<file path="src/shared/csf_consts.svh">
`ifndef CSF_CONSTS_SVH
`define CSF_CONSTS_SVH

// ==================================================
// register indexes (byte address is four times the index)
`define CSF_IDX_INDIRECT_WIN 5'h00
`define CSF_IDX_T0_CNT     5'h01
`define CSF_IDX_PC_LO      5'h02
`define CSF_IDX_STATUS     5'h03
`define CSF_IDX_PTR        5'h04
`define CSF_IDX_PORT_A     5'h05
`define CSF_IDX_PORT_B     5'h06
`define CSF_IDX_PORT_C     5'h07
`define CSF_IDX_PORT_D     5'h08
`define CSF_IDX_PORT_E     5'h09
`define CSF_IDX_PC_HI_BUF  5'h0A
`define CSF_IDX_INTCTL     5'h0B
`define CSF_IDX_PIRQ       5'h0C
`define CSF_IDX_T1_CNT_LO  5'h0E
`define CSF_IDX_T1_CNT_HI  5'h0F
`define CSF_IDX_T1CTL      5'h10
`define CSF_IDX_T2_CNT     5'h11
`define CSF_IDX_T2CTL      5'h12
`define CSF_IDX_SBUF       5'h13
`define CSF_IDX_SCTL       5'h14
`define CSF_IDX_CCL        5'h15
`define CSF_IDX_CCH        5'h16
`define CSF_IDX_CCCTL      5'h17
`define CSF_IDX_CONV_RES   5'h1E
`define CSF_IDX_CONV_CTLA  5'h1F

// ==================================================
// implemented-bit masks
`define CSF_MASK_ALL       8'hFF
`define CSF_MASK_LOW6      8'h3F
`define CSF_MASK_LOW5      8'h1F
`define CSF_MASK_LOW7      8'h7F
`define CSF_MASK_PIRQ      8'hCF
`define CSF_MASK_STATUS    8'hE7
`define CSF_MASK_NONE      8'h00

// ==================================================
// bits kept across non-power-on resets
`define CSF_KEEP_ALL       8'hFF
`define CSF_KEEP_LOW6      8'h3F
`define CSF_KEEP_BIT0      8'h01
`define CSF_KEEP_STATUS    8'h07
`define CSF_KEEP_NONE      8'h00

// ==================================================
// reset values and fields
`define CSF_RST_ZERO       8'h00
`define CSF_TOPD_POR       2'h3
`define CSF_STATUS_TOPD_LO 3
`define CSF_PORT_A_DIG_MASK 6'h10

`endif

</file>
<file path="src/shared/csf_pkg.sv">
// ==================================================
// shared types
package csf_pkg;

    // one register write, decoded from the bus
    typedef struct packed {
        logic       we;
        logic [4:0] idx;
        logic [7:0] wdata;
    } csf_wr_t;

    // core registers seen by the cpu datapath
    typedef struct packed {
        logic [7:0] status;
        logic [7:0] pc_low;
        logic [7:0] pc_high_buf;
        logic [7:0] ptr;
        logic [7:0] intctl;
        logic [7:0] pirq;
    } csf_core_view_t;

endpackage

</file>
<file path="src/verilog/csf_apb_slave.sv">
`timescale 1ns/1ps
`default_nettype none
`include "csf_consts.svh"

// ==================================================
// apb slave: zero-wait access phase, registered answer
module csf_apb_slave
    import csf_pkg::*;
(
    // clock and reset
    input  wire logic        pclk,
    input  wire logic        presetn,
    // apb
    input  wire logic        psel,
    input  wire logic        penable,
    input  wire logic        pwrite,
    input  wire logic [7:0]  paddr,
    input  wire logic [31:0] pwdata,
    output logic      [31:0] prdata,
    output logic             pready,
    output logic             pslverr,
    // register side
    output logic      [4:0]  rd_idx,
    input  wire logic [7:0]  rd_data,
    output csf_wr_t          wr
);

    logic addr_err;

    // index decode; above the bank or unaligned is an error
    assign rd_idx   = paddr[6:2];
    assign addr_err = paddr[7] | (paddr[1:0] != 2'h0);

    // write commits at the completing edge only
    assign wr.we    = psel & penable & pready & pwrite & ~addr_err;
    assign wr.idx   = paddr[6:2];
    assign wr.wdata = pwdata[7:0];

    // answer captured in the setup cycle
    always_ff @(posedge pclk or negedge presetn) begin
        if (!presetn) begin
            pready  <= 1'b0;
            pslverr <= 1'b0;
            prdata  <= 32'h0000_0000;
        end else begin
            pready <= psel & ~penable;
            if (psel && !penable) begin
                pslverr <= addr_err;
                prdata  <= (addr_err || pwrite) ? 32'h0000_0000 : {24'h00_0000, rd_data};
            end
        end
    end

endmodule
`default_nettype wire

</file>
<file path="src/verilog/csf_core_sfr.sv">
`timescale 1ns/1ps
`default_nettype none
`include "csf_consts.svh"

// Contract
// - registers are static storage, cpu read/write
// - gap locations read zero, ignore writes
// - unimplemented bits inside registers read zero
// - no converter: converter registers read zero
// - converter variant: port a reads 000x 0000, only pin bit 4 live
// - both variants: port a kept on warm reset

// ==================================================
// bank-0 special function register file
module csf_core_sfr
    import csf_pkg::*;
#(
    parameter bit HAS_CONVERTER = 1'b1
) (
    // clock and reset
    input  wire logic        pclk,
    input  wire logic        presetn,
    // reset cause, held through the first edge after release
    input  wire logic        power_on_reset,
    input  wire logic [1:0]  warm_reset_to_pd,
    // apb
    input  wire logic        psel,
    input  wire logic        penable,
    input  wire logic        pwrite,
    input  wire logic [7:0]  paddr,
    input  wire logic [31:0] pwdata,
    output logic      [31:0] prdata,
    output logic             pready,
    output logic             pslverr,
    // sensed pin levels
    input  wire logic [5:0]  port_a_pins,
    input  wire logic [7:0]  port_b_pins,
    input  wire logic [5:0]  port_c_pins,
    input  wire logic [7:0]  port_d_pins,
    input  wire logic [7:0]  port_e_pins,
    // output latches
    output logic      [5:0]  port_a_latch,
    output logic      [7:0]  port_b_latch,
    output logic      [5:0]  port_c_latch,
    output logic      [7:0]  port_d_latch,
    // core registers for the cpu
    output csf_core_view_t   core_view
);

    // ==================================================
    // internal signals
    csf_wr_t    wr;
    logic [4:0] rd_idx;
    logic [7:0] rd_data;
    logic       init_pend;
    logic [1:0] to_pd;
    logic [7:0] q_t0_count;
    logic [7:0] q_pc_low;
    logic [7:0] q_status;
    logic [7:0] q_ptr;
    logic [7:0] q_port_a;
    logic [7:0] q_port_b;
    logic [7:0] q_port_c;
    logic [7:0] q_port_d;
    logic [7:0] q_pc_high_buf;
    logic [7:0] q_intctl;
    logic [7:0] q_pirq;
    logic [7:0] q_t1_cnt_lo;
    logic [7:0] q_t1_cnt_hi;
    logic [7:0] q_t1ctl;
    logic [7:0] q_t2_cnt;
    logic [7:0] q_t2ctl;
    logic [7:0] q_sbuf;
    logic [7:0] q_sctl;
    logic [7:0] q_ccl;
    logic [7:0] q_cch;
    logic [7:0] q_ccctl;
    logic [7:0] q_conv_res;
    logic [7:0] q_conv_ctla;
    logic [5:0] port_a_read;
    logic       conv_we;

    // ==================================================
    // bus slave
    csf_apb_slave u_apb (
        .pclk    (pclk),
        .presetn (presetn),
        .psel    (psel),
        .penable (penable),
        .pwrite  (pwrite),
        .paddr   (paddr),
        .pwdata  (pwdata),
        .prdata  (prdata),
        .pready  (pready),
        .pslverr (pslverr),
        .rd_idx  (rd_idx),
        .rd_data (rd_data),
        .wr      (wr)
    );

    // ==================================================
    // reset kind
    // one-cycle load window right after reset release
    always_ff @(posedge pclk or negedge presetn) begin
        if (!presetn) begin
            init_pend <= 1'b1;
        end else begin
            init_pend <= 1'b0;
        end
    end

    // time-out and power-down status, read-only to software
    always_ff @(posedge pclk) begin
        if (init_pend) begin
            to_pd <= power_on_reset ? `CSF_TOPD_POR : warm_reset_to_pd;
        end
    end

    // converter registers absent on the plain variant
    assign conv_we = HAS_CONVERTER & wr.we;

    // ==================================================
    // register cells
    csf_sfr_byte #(.MASK(`CSF_MASK_ALL), .KEEP(`CSF_KEEP_ALL)) u_t0_count (
        .pclk (pclk), .presetn (presetn), .init (init_pend), .por (power_on_reset),
        .we      (wr.we && wr.idx == `CSF_IDX_T0_CNT),
        .wdata   (wr.wdata),
        .q       (q_t0_count)
    );

    csf_sfr_byte #(.MASK(`CSF_MASK_ALL), .KEEP(`CSF_KEEP_NONE)) u_pc_low (
        .pclk (pclk), .presetn (presetn), .init (init_pend), .por (power_on_reset),
        .we      (wr.we && wr.idx == `CSF_IDX_PC_LO),
        .wdata   (wr.wdata),
        .q       (q_pc_low)
    );

    csf_sfr_byte #(.MASK(`CSF_MASK_STATUS), .KEEP(`CSF_KEEP_STATUS)) u_status (
        .pclk (pclk), .presetn (presetn), .init (init_pend), .por (power_on_reset),
        .we      (wr.we && wr.idx == `CSF_IDX_STATUS),
        .wdata   (wr.wdata),
        .q       (q_status)
    );

    csf_sfr_byte #(.MASK(`CSF_MASK_ALL), .KEEP(`CSF_KEEP_ALL)) u_ptr (
        .pclk (pclk), .presetn (presetn), .init (init_pend), .por (power_on_reset),
        .we      (wr.we && wr.idx == `CSF_IDX_PTR),
        .wdata   (wr.wdata),
        .q       (q_ptr)
    );

    // port a latch kept over warm resets
    csf_sfr_byte #(.MASK(`CSF_MASK_LOW6), .KEEP(`CSF_KEEP_LOW6)) u_port_a (
        .pclk (pclk), .presetn (presetn), .init (init_pend), .por (power_on_reset),
        .we      (wr.we && wr.idx == `CSF_IDX_PORT_A),
        .wdata   (wr.wdata),
        .q       (q_port_a)
    );

    csf_sfr_byte #(.MASK(`CSF_MASK_ALL), .KEEP(`CSF_KEEP_ALL)) u_port_b (
        .pclk (pclk), .presetn (presetn), .init (init_pend), .por (power_on_reset),
        .we      (wr.we && wr.idx == `CSF_IDX_PORT_B),
        .wdata   (wr.wdata),
        .q       (q_port_b)
    );

    csf_sfr_byte #(.MASK(`CSF_MASK_LOW6), .KEEP(`CSF_KEEP_LOW6)) u_port_c (
        .pclk (pclk), .presetn (presetn), .init (init_pend), .por (power_on_reset),
        .we      (wr.we && wr.idx == `CSF_IDX_PORT_C),
        .wdata   (wr.wdata),
        .q       (q_port_c)
    );

    csf_sfr_byte #(.MASK(`CSF_MASK_ALL), .KEEP(`CSF_KEEP_NONE)) u_port_d (
        .pclk (pclk), .presetn (presetn), .init (init_pend), .por (power_on_reset),
        .we      (wr.we && wr.idx == `CSF_IDX_PORT_D),
        .wdata   (wr.wdata),
        .q       (q_port_d)
    );

    csf_sfr_byte #(.MASK(`CSF_MASK_LOW5), .KEEP(`CSF_KEEP_NONE)) u_pc_high_buf (
        .pclk (pclk), .presetn (presetn), .init (init_pend), .por (power_on_reset),
        .we      (wr.we && wr.idx == `CSF_IDX_PC_HI_BUF),
        .wdata   (wr.wdata),
        .q       (q_pc_high_buf)
    );

    csf_sfr_byte #(.MASK(`CSF_MASK_ALL), .KEEP(`CSF_KEEP_BIT0)) u_intctl (
        .pclk (pclk), .presetn (presetn), .init (init_pend), .por (power_on_reset),
        .we      (wr.we && wr.idx == `CSF_IDX_INTCTL),
        .wdata   (wr.wdata),
        .q       (q_intctl)
    );

    // converter_done_flag position is stored; software keeps it clear
    csf_sfr_byte #(.MASK(`CSF_MASK_PIRQ), .KEEP(`CSF_KEEP_NONE)) u_pirq (
        .pclk (pclk), .presetn (presetn), .init (init_pend), .por (power_on_reset),
        .we      (wr.we && wr.idx == `CSF_IDX_PIRQ),
        .wdata   (wr.wdata),
        .q       (q_pirq)
    );

    csf_sfr_byte #(.MASK(`CSF_MASK_ALL), .KEEP(`CSF_KEEP_ALL)) u_t1_cnt_lo (
        .pclk (pclk), .presetn (presetn), .init (init_pend), .por (power_on_reset),
        .we      (wr.we && wr.idx == `CSF_IDX_T1_CNT_LO),
        .wdata   (wr.wdata),
        .q       (q_t1_cnt_lo)
    );

    csf_sfr_byte #(.MASK(`CSF_MASK_ALL), .KEEP(`CSF_KEEP_ALL)) u_t1_cnt_hi (
        .pclk (pclk), .presetn (presetn), .init (init_pend), .por (power_on_reset),
        .we      (wr.we && wr.idx == `CSF_IDX_T1_CNT_HI),
        .wdata   (wr.wdata),
        .q       (q_t1_cnt_hi)
    );

    csf_sfr_byte #(.MASK(`CSF_MASK_LOW6), .KEEP(`CSF_KEEP_LOW6)) u_t1ctl (
        .pclk (pclk), .presetn (presetn), .init (init_pend), .por (power_on_reset),
        .we      (wr.we && wr.idx == `CSF_IDX_T1CTL),
        .wdata   (wr.wdata),
        .q       (q_t1ctl)
    );

    csf_sfr_byte #(.MASK(`CSF_MASK_ALL), .KEEP(`CSF_KEEP_NONE)) u_t2_cnt (
        .pclk (pclk), .presetn (presetn), .init (init_pend), .por (power_on_reset),
        .we      (wr.we && wr.idx == `CSF_IDX_T2_CNT),
        .wdata   (wr.wdata),
        .q       (q_t2_cnt)
    );

    csf_sfr_byte #(.MASK(`CSF_MASK_LOW7), .KEEP(`CSF_KEEP_NONE)) u_t2ctl (
        .pclk (pclk), .presetn (presetn), .init (init_pend), .por (power_on_reset),
        .we      (wr.we && wr.idx == `CSF_IDX_T2CTL),
        .wdata   (wr.wdata),
        .q       (q_t2ctl)
    );

    csf_sfr_byte #(.MASK(`CSF_MASK_ALL), .KEEP(`CSF_KEEP_ALL)) u_sbuf (
        .pclk (pclk), .presetn (presetn), .init (init_pend), .por (power_on_reset),
        .we      (wr.we && wr.idx == `CSF_IDX_SBUF),
        .wdata   (wr.wdata),
        .q       (q_sbuf)
    );

    csf_sfr_byte #(.MASK(`CSF_MASK_ALL), .KEEP(`CSF_KEEP_NONE)) u_sctl (
        .pclk (pclk), .presetn (presetn), .init (init_pend), .por (power_on_reset),
        .we      (wr.we && wr.idx == `CSF_IDX_SCTL),
        .wdata   (wr.wdata),
        .q       (q_sctl)
    );

    csf_sfr_byte #(.MASK(`CSF_MASK_ALL), .KEEP(`CSF_KEEP_ALL)) u_ccl (
        .pclk (pclk), .presetn (presetn), .init (init_pend), .por (power_on_reset),
        .we      (wr.we && wr.idx == `CSF_IDX_CCL),
        .wdata   (wr.wdata),
        .q       (q_ccl)
    );

    csf_sfr_byte #(.MASK(`CSF_MASK_ALL), .KEEP(`CSF_KEEP_ALL)) u_cch (
        .pclk (pclk), .presetn (presetn), .init (init_pend), .por (power_on_reset),
        .we      (wr.we && wr.idx == `CSF_IDX_CCH),
        .wdata   (wr.wdata),
        .q       (q_cch)
    );

    csf_sfr_byte #(.MASK(`CSF_MASK_LOW6), .KEEP(`CSF_KEEP_NONE)) u_ccctl (
        .pclk (pclk), .presetn (presetn), .init (init_pend), .por (power_on_reset),
        .we      (wr.we && wr.idx == `CSF_IDX_CCCTL),
        .wdata   (wr.wdata),
        .q       (q_ccctl)
    );

    csf_sfr_byte #(.MASK(`CSF_MASK_ALL), .KEEP(`CSF_KEEP_ALL)) u_conv_res (
        .pclk (pclk), .presetn (presetn), .init (init_pend), .por (power_on_reset),
        .we      (conv_we && wr.idx == `CSF_IDX_CONV_RES),
        .wdata   (wr.wdata),
        .q       (q_conv_res)
    );

    // bit1 stored as written; software keeps it clear
    csf_sfr_byte #(.MASK(`CSF_MASK_ALL), .KEEP(`CSF_KEEP_NONE)) u_conv_ctla (
        .pclk (pclk), .presetn (presetn), .init (init_pend), .por (power_on_reset),
        .we      (conv_we && wr.idx == `CSF_IDX_CONV_CTLA),
        .wdata   (wr.wdata),
        .q       (q_conv_ctla)
    );

    // ==================================================
    // read side
    // converter variant: analog port a pins sense as zero
    assign port_a_read = HAS_CONVERTER ? (port_a_pins & `CSF_PORT_A_DIG_MASK)
                                       : port_a_pins;

    // read mux; gaps and absent registers give zero
    always_comb begin
        rd_data = `CSF_RST_ZERO;
        case (rd_idx)
            `CSF_IDX_INDIRECT_WIN: rd_data = `CSF_RST_ZERO;
            `CSF_IDX_T0_CNT:    rd_data = q_t0_count;
            `CSF_IDX_PC_LO:     rd_data = q_pc_low;
            `CSF_IDX_STATUS:    rd_data = core_view.status;
            `CSF_IDX_PTR:       rd_data = q_ptr;
            `CSF_IDX_PORT_A:    rd_data = {2'h0, port_a_read};
            `CSF_IDX_PORT_B:    rd_data = port_b_pins;
            `CSF_IDX_PORT_C:    rd_data = {2'h0, port_c_pins};
            `CSF_IDX_PORT_D:    rd_data = port_d_pins;
            `CSF_IDX_PORT_E:    rd_data = port_e_pins;
            `CSF_IDX_PC_HI_BUF: rd_data = q_pc_high_buf;
            `CSF_IDX_INTCTL:    rd_data = q_intctl;
            `CSF_IDX_PIRQ:      rd_data = q_pirq;
            `CSF_IDX_T1_CNT_LO: rd_data = q_t1_cnt_lo;
            `CSF_IDX_T1_CNT_HI: rd_data = q_t1_cnt_hi;
            `CSF_IDX_T1CTL:     rd_data = q_t1ctl;
            `CSF_IDX_T2_CNT:    rd_data = q_t2_cnt;
            `CSF_IDX_T2CTL:     rd_data = q_t2ctl;
            `CSF_IDX_SBUF:      rd_data = q_sbuf;
            `CSF_IDX_SCTL:      rd_data = q_sctl;
            `CSF_IDX_CCL:       rd_data = q_ccl;
            `CSF_IDX_CCH:       rd_data = q_cch;
            `CSF_IDX_CCCTL:     rd_data = q_ccctl;
            `CSF_IDX_CONV_RES:  rd_data = HAS_CONVERTER ? q_conv_res : `CSF_RST_ZERO;
            `CSF_IDX_CONV_CTLA: rd_data = HAS_CONVERTER ? q_conv_ctla : `CSF_RST_ZERO;
            default:            rd_data = `CSF_RST_ZERO;
        endcase
    end

    // ==================================================
    // outputs
    // status joins stored bits with the reset-cause pair
    assign core_view.status      = {q_status[7:5], to_pd, q_status[2:0]};

    // remaining core view and port latches
    assign core_view.pc_low      = q_pc_low;
    assign core_view.pc_high_buf = q_pc_high_buf;
    assign core_view.ptr    = q_ptr;
    assign core_view.intctl = q_intctl;
    assign core_view.pirq   = q_pirq;
    assign port_a_latch     = q_port_a[5:0];
    assign port_b_latch     = q_port_b;
    assign port_c_latch     = q_port_c[5:0];
    assign port_d_latch     = q_port_d;

endmodule
`default_nettype wire

</file>
<file path="src/verilog/csf_sfr_byte.sv">
`timescale 1ns/1ps
`default_nettype none
`include "csf_consts.svh"

// ==================================================
// one byte register: masked, cleared or kept per bit
module csf_sfr_byte
    import csf_pkg::*;
#(
    parameter logic [7:0] MASK = 8'hFF,
    parameter logic [7:0] KEEP = 8'h00
) (
    // clock and reset
    input  wire logic       pclk,
    input  wire logic       presetn,
    // reset-kind load
    input  wire logic       init,
    input  wire logic       por,
    // write port
    input  wire logic       we,
    input  wire logic [7:0] wdata,
    // contents
    output logic      [7:0] q
);

    logic [7:0] keep_q;
    logic [7:0] clr_q;

    // kept bits: no async reset, zero after power-on only
    always_ff @(posedge pclk) begin
        if (init && por) begin
            keep_q <= 8'h00;
        end else if (we) begin
            keep_q <= wdata;
        end
    end

    // cleared bits: zeroed by every reset
    always_ff @(posedge pclk or negedge presetn) begin
        if (!presetn) begin
            clr_q <= 8'h00;
        end else if (we) begin
            clr_q <= wdata;
        end
    end

    // pick per bit; unimplemented bits read zero
    assign q = (keep_q & MASK & KEEP) | (clr_q & MASK & ~KEEP);

endmodule
`default_nettype wire
</file>
<file path="config.mk">
export PLATFORM = sky130hd
export DESIGN_NAME = csf_core_sfr
export DESIGN_NICKNAME = d
export VERILOG_FILES = /design/src/shared/csf_pkg.sv /design/src/verilog/csf_apb_slave.sv /design/src/verilog/csf_core_sfr.sv /design/src/verilog/csf_sfr_byte.sv
export VERILOG_INCLUDE_DIRS = /design/src /design/src/shared
export SDC_FILE = /design/constraint.sdc
export NUM_CORES = 1
export LEC_CHECK = 0
export ABC_CLOCK_PERIOD_IN_PS = 2000
export BUFFER_PORTS_ARGS = -buffer_cell sky130_fd_sc_hd__buf_4
export CAP_MARGIN = 0
export CORE_MARGIN = 2
export CORE_UTILIZATION = 45
export DETAILED_ROUTE_END_ITERATION = 8
export PLACE_DENSITY_LB_ADDON = 0.15
export SLEW_MARGIN = 40
export SYNTH_ARGS = -nofsm -noshare
export SYNTH_HDL_FRONTEND = slang
export SYNTH_SLANG_ARGS = --single-unit
</file>
<file path="constraint.sdc">
create_clock -name pclk -period 2 [get_ports pclk]
set_input_delay 0.6 -clock pclk [delete_from_list [all_inputs] [get_ports pclk]]
set_output_delay 0.6 -clock pclk [all_outputs]
set_load 0.03 [all_outputs]
</file>
Word-level counts from Yosys, hierarchy flattened. Cells that the tools add are included.

Add/sub/neg operators: 0. Multipliers: 0. Divide/modulo/power cells: 0. Order comparisons: 0. Equal/unequal tests: 24. Shift-type cells: 0. Muxes and demuxes: 2. Bitwise gates (word level): 10. Reduce and logical (&&, ||, !) cells: 28.

Operators by type and width (number): case mux 8 bit (24 select lines) (1); equality test 5 bit, second input constant (10); equality test 5 x 4 -> 1 bit, second input constant (7); logical AND 1 bit (25); equality test 5 x 3 -> 1 bit, second input constant (4); equality test 5 x 2 -> 1 bit, second input constant (2); 2-to-1 mux 8 bit (1); bitwise OR 1 x 8 -> 8 bit (1); bitwise OR 3 x 8 -> 8 bit (1); bitwise AND 1 bit (5); equality test 5 x 1 -> 1 bit, second input constant (1); inverter 1 bit (2); nonzero test 2 bit (1); zero test 1 bit (1); logical OR 1 bit (1); bitwise OR 1 bit (1).

Flip-flop bits (word level): 213. Bits in latches: 0. RAM bits: 0. Bits in read-only memories: 0. Output and inout bits: 110. Word-level logic and storage cells: 94. Memories: 0.

Logic depth before layout (Yosys ltp).
Depth in word-level cells: 5. Gate-level depth with buffers: 8.

Modules after synthesis. Synthesis repeated with hierarchy kept, for this count alone.

Cell total of the unflattened synthesis: 867. Area, all modules: 9387.8 um^2.

By module, submodules not included: csf_sfr_byte (u_cch ...) (times used 9, cells an instance 27, area an instance 292.8 um^2); csf_core_sfr (times used 1, cells an instance 297, area an instance 2004.4 um^2); csf_sfr_byte (u_conv_ctla ...) (times used 5, cells an instance 17, area an instance 331.6 um^2); csf_sfr_byte (u_port_a ...) (times used 3, cells an instance 24, area an instance 244.0 um^2); csf_apb_slave (times used 1, cells an instance 70, area an instance 725.7 um^2); csf_sfr_byte (u_ccctl ...) (times used 2, cells an instance 16, area an instance 270.3 um^2); csf_sfr_byte (u_intctl) (times used 1, cells an instance 18, area an instance 326.6 um^2); csf_sfr_byte (u_t2ctl) (times used 1, cells an instance 17, area an instance 302.8 um^2); csf_sfr_byte (u_status) (times used 1, cells an instance 19, area an instance 255.2 um^2); csf_sfr_byte (u_pc_high_buf) (times used 1, cells an instance 14, area an instance 207.7 um^2).

Worst setup path after synthesis. No wires, ideal clock.

Path kind: input port to flip-flop. Start point: input port paddr[1]. End point: register u_intctl.clr_q[7]. Arrival: 2.215 ns. Required time: 1.875 ns. Setup slack: -0.340 ns. Cell stages on the path: 6. Path buffers: 2. Path through: or3_1 > or2_1 > buf_6 > buf_8 > nor3_4 > mux2_2.

Cells in the longest elaborated chain, start to end: 5.

Ends and longest elaborated chain: from (decl) (RTL line csf_core_sfr.sv:30) `input wire logic [7:0] paddr,`; nonzero test 2 bit (RTL line csf_apb_slave.sv:32) `assign addr_err = paddr[7] | (paddr[1:0] != 2'h0);`; bitwise OR 1 bit (RTL line csf_apb_slave.sv:32); inverter 1 bit (RTL line csf_apb_slave.sv:35) `assign wr.we = psel & penable & pready & pwrite & ~addr_err;`; bitwise AND 1 bit (RTL line csf_apb_slave.sv:35); logical AND 1 bit (no line); to (signal assigned) (RTL line csf_sfr_byte.sv:43) `clr_q <= wdata;`; to (decl) (RTL line csf_sfr_byte.sv:27) `logic [7:0] clr_q;`.

Every way passes these cells. A chain may end at the register's enable or synchronous reset.

Worst setup path in the final report.
Start point: input port paddr[1]. End point: register u_conv_ctla.clr_q[0] (netlist: u_conv_ctla.q[0]).

Cells in the longest elaborated chain, start to end: 5.

Ends and longest elaborated chain (RTL line): nonzero test 2 bit (csf_apb_slave.sv:32); bitwise OR 1 bit (csf_apb_slave.sv:32); inverter 1 bit (csf_apb_slave.sv:35); bitwise AND 1 bit (csf_apb_slave.sv:35); logical AND 1 bit (no line); to (signal assigned) (csf_sfr_byte.sv:43); to (decl) (csf_sfr_byte.sv:27).

Every way passes these cells.

==> results_dict.tcl <==
set metrics [dict create \
    worstSkewPairLatency_ps 450 \
    hold_viol_final 0 \
    arrival_ps 2290 \
    area_growth_syn_to_layout_pct 37.7 \
    num_vias 7489 \
    drive_gt1_share_pct 42.1 \
    critPathKind "primary input to register" \
    maxCapViolCount 0 \
    gp_congestion 0.943 \
    final-instance-count-excl-fill 1336 \
    numCtsBuffers 17 \
    ios 194 \
    yosysMostFrequentCell "mux2i_1" \
    cts_tree "done" \
    syn_area_per_cell_um2 10.8 \
    layout.nets 1142 \
    power.total_mw 7.94 \
    relSlewSlack_pct 61.2 \
    netlist_area_mm2 0.00880 \
    worstPathRequired_ps 2330 \
    viasPerCell 5.61 \
    yosys_register_bits 181 \
    crit_fanout 12 \
    synth_edf_count 2 \
    cp_cell_sequence "buf_4 > or3_4 > or2_4 > buf_12 > nor3_4 > buf_4 > mux2_2" \
    hpwl_um 22100 \
    ys_seq_area_share_pct 46.2 \
    slowest_delay_ps 380 \
    reg2reg_setup_slack_ps 250 \
    initial_utilization_pct 45.5 \
    hold_path.class "primary input to async pin" \
    ir_drop_mv 0.551 \
    timing.fmax_mhz 511 \
    drtPass1Iterations 5 \
    fin_crit_ps 1960 \
    port_buffers 135 \
    rsz0062_at_grt "false" \
    tightest_slew_ps 577 \
    final.setup_skew_ps 9.81 \
    grt_pass1_wl_um 43700 \
    ys_async_sr_fraction_pct 47.0 \
    drt-wirelength-per-cell_um 22.6 \
    end_kind "register" \
    outcome "complete, no violations" \
    antenna_found_initial 0 \
    crit_top_cell "buf_4" \
    grt_pass1_vias 6976 \
    tns_ps 0 \
    p_per_area_mw_per_mm2 655 \
    cts-root-buf "clkbuf_16" \
    cp-start-kind "primary input" \
    finalSetupViolCount 0 \
    diodes 0 \
    ant_nets 0 \
    ys.flop_type "dfxtp_1" \
    cts_hold_buf 0 \
    synth_cell_type_count 65 \
    grt-ovfl-total 0 \
    grt_max_degree 95 \
    fp.dieH_um 144 \
    grt.total_usage_pct 29.3 \
    drc 0 \
    path_clk_slew_ps 70 \
    ys_top_cells_by_count "mux2i_1 (108), nor2_1 (104), dfxtp_1 (94), dfrtp_1 (84), mux2_2 (83)" \
    placed_cells 1304 \
    die_width_um 144 \
    clkSinkCount 181 \
    synth_top_area_share_pct 23.9 \
    p_leak_nw 5.48 \
    wl_um 30200 \
    htreeDepth 4 \
    drtIter0Drc 846 \
    postSynthCellCount 812 \
    min_period_over_period_pct 97.9 \
    maxSlewViolCount 0 \
    postCtsSetupRepairBufs 0 \
    rows 51 \
    cpMaxStageDelayCell "or3_4" \
    synth_top_cell_by_area "dfrtp_1" \
    coreArea_mm2 0.0193 \
    cts_max_path_buffers 2 \
    dieArea_mm2 0.0207 \
    yosys_warnings 0 \
    synthTopCellsByArea "dfrtp_1 (24%), dfxtp_1 (21%), mux2i_1 (12%)" \
]
## cells by family after synthesis
| group | Yosys count | share of synthesized area (%) |
|---|---|---|
| other | 1 | 0.0426 |
| buffers and inverters | 98 | 6.15 |
| AND/OR/NAND/NOR | 248 | 16.1 |
| flip-flops | 181 | 46.2 |
| multiplexers | 195 | 23.9 |
| AO/OA/AOI/OAI | 89 | 7.59 |
## per-layer routing
metal	vias up	track usage, %	wire length [µm]	share of wire [%]
met1	3724	41.1	13200	44
met4	0	9.86	802	2.7
li1	3384	-	-	-
met2	333	45.9	14100	47
met5	-	0	0	0
met3	48	4.97	2140	7.1
## stage by stage
step	cell area [µm²]	utilization [%]	setup slack (ps)	hold slack, ps
after floorplan	9170	-	-300	304
after global placement	11500	59.3	-523	464
after detailed placement	11500	59.3	-518	480
after CTS	12100	62.6	17.9	56.9
after global routing	12100	62.7	12.4	73.1
final	12100	62.7	41.9	59.1
## critical path, delay by kind of cell
| kind | cells | cell delay, ps |
|---|---|---|
| buffers and inverters | 3 | 470 |
| multiplexers | 1 | 330 |
| AND/OR/NAND/NOR | 3 | 880 |
## cells in the final DEF (no fill, tap or decap), types with 6 or more instances in the layout
cell type    n
buf_4      256
clkbuf_16   17
nor2b_1      7
nand2_1     18
mux2_4      36
nor3_1       9
nor2_1     104
nand4_1      6
nand3_1     34
dfrtp_1     84
mux2_2      47
mux2i_1    108
a32oi_1     14
a22oi_1     13
and3_1       8
dfxtp_1     94
conb_1      30
a31oi_1     11
buf_12      30
nor3_4      21
inv_1        6
a21oi_1     12
## report_power, final
group | leakage, nW | internal, mW | total (mW) | switching [mW]
sequential | 1.95 | 3.65 | 3.66 | 0.0118
combinational | 3.23 | 0.304 | 0.816 | 0.512
clock | 0.296 | 1.80 | 3.46 | 1.66
total | 5.48 | 5.75 | 7.94 | 2.19
## cell type report
class                      count  area (µm²)
inverter                       6        22.5
fill                        1621        7210
sequential                   181        4070
tap                          265         332
multi-input combinational    562        4520
timing repair buffer         290        2570
clock inverter                15         183
clock buffer                  17         425
## worst paths after layout
path,end,from,cells past startpoint
max in group asynchronous,init_pend,presetn,2
hold / removal,u_apb.pready,presetn,1
min in group pclk,to_pd[0],warm_reset_to_pd[0],2
hold reg to reg,u_t1ctl.keep_q[0],u_t1ctl.keep_q[0],2
setup / recovery,u_conv_ctla.q[0],paddr[1],7
setup reg to reg,u_apb.prdata[1],u_intctl.clr_q[1],3
## timing repair
action                     CTS  global route
gates resized for setup      4             6
setup endpoints to repair   54            21
pin swaps                    0             1
Power figures use the tool's default switching activity.
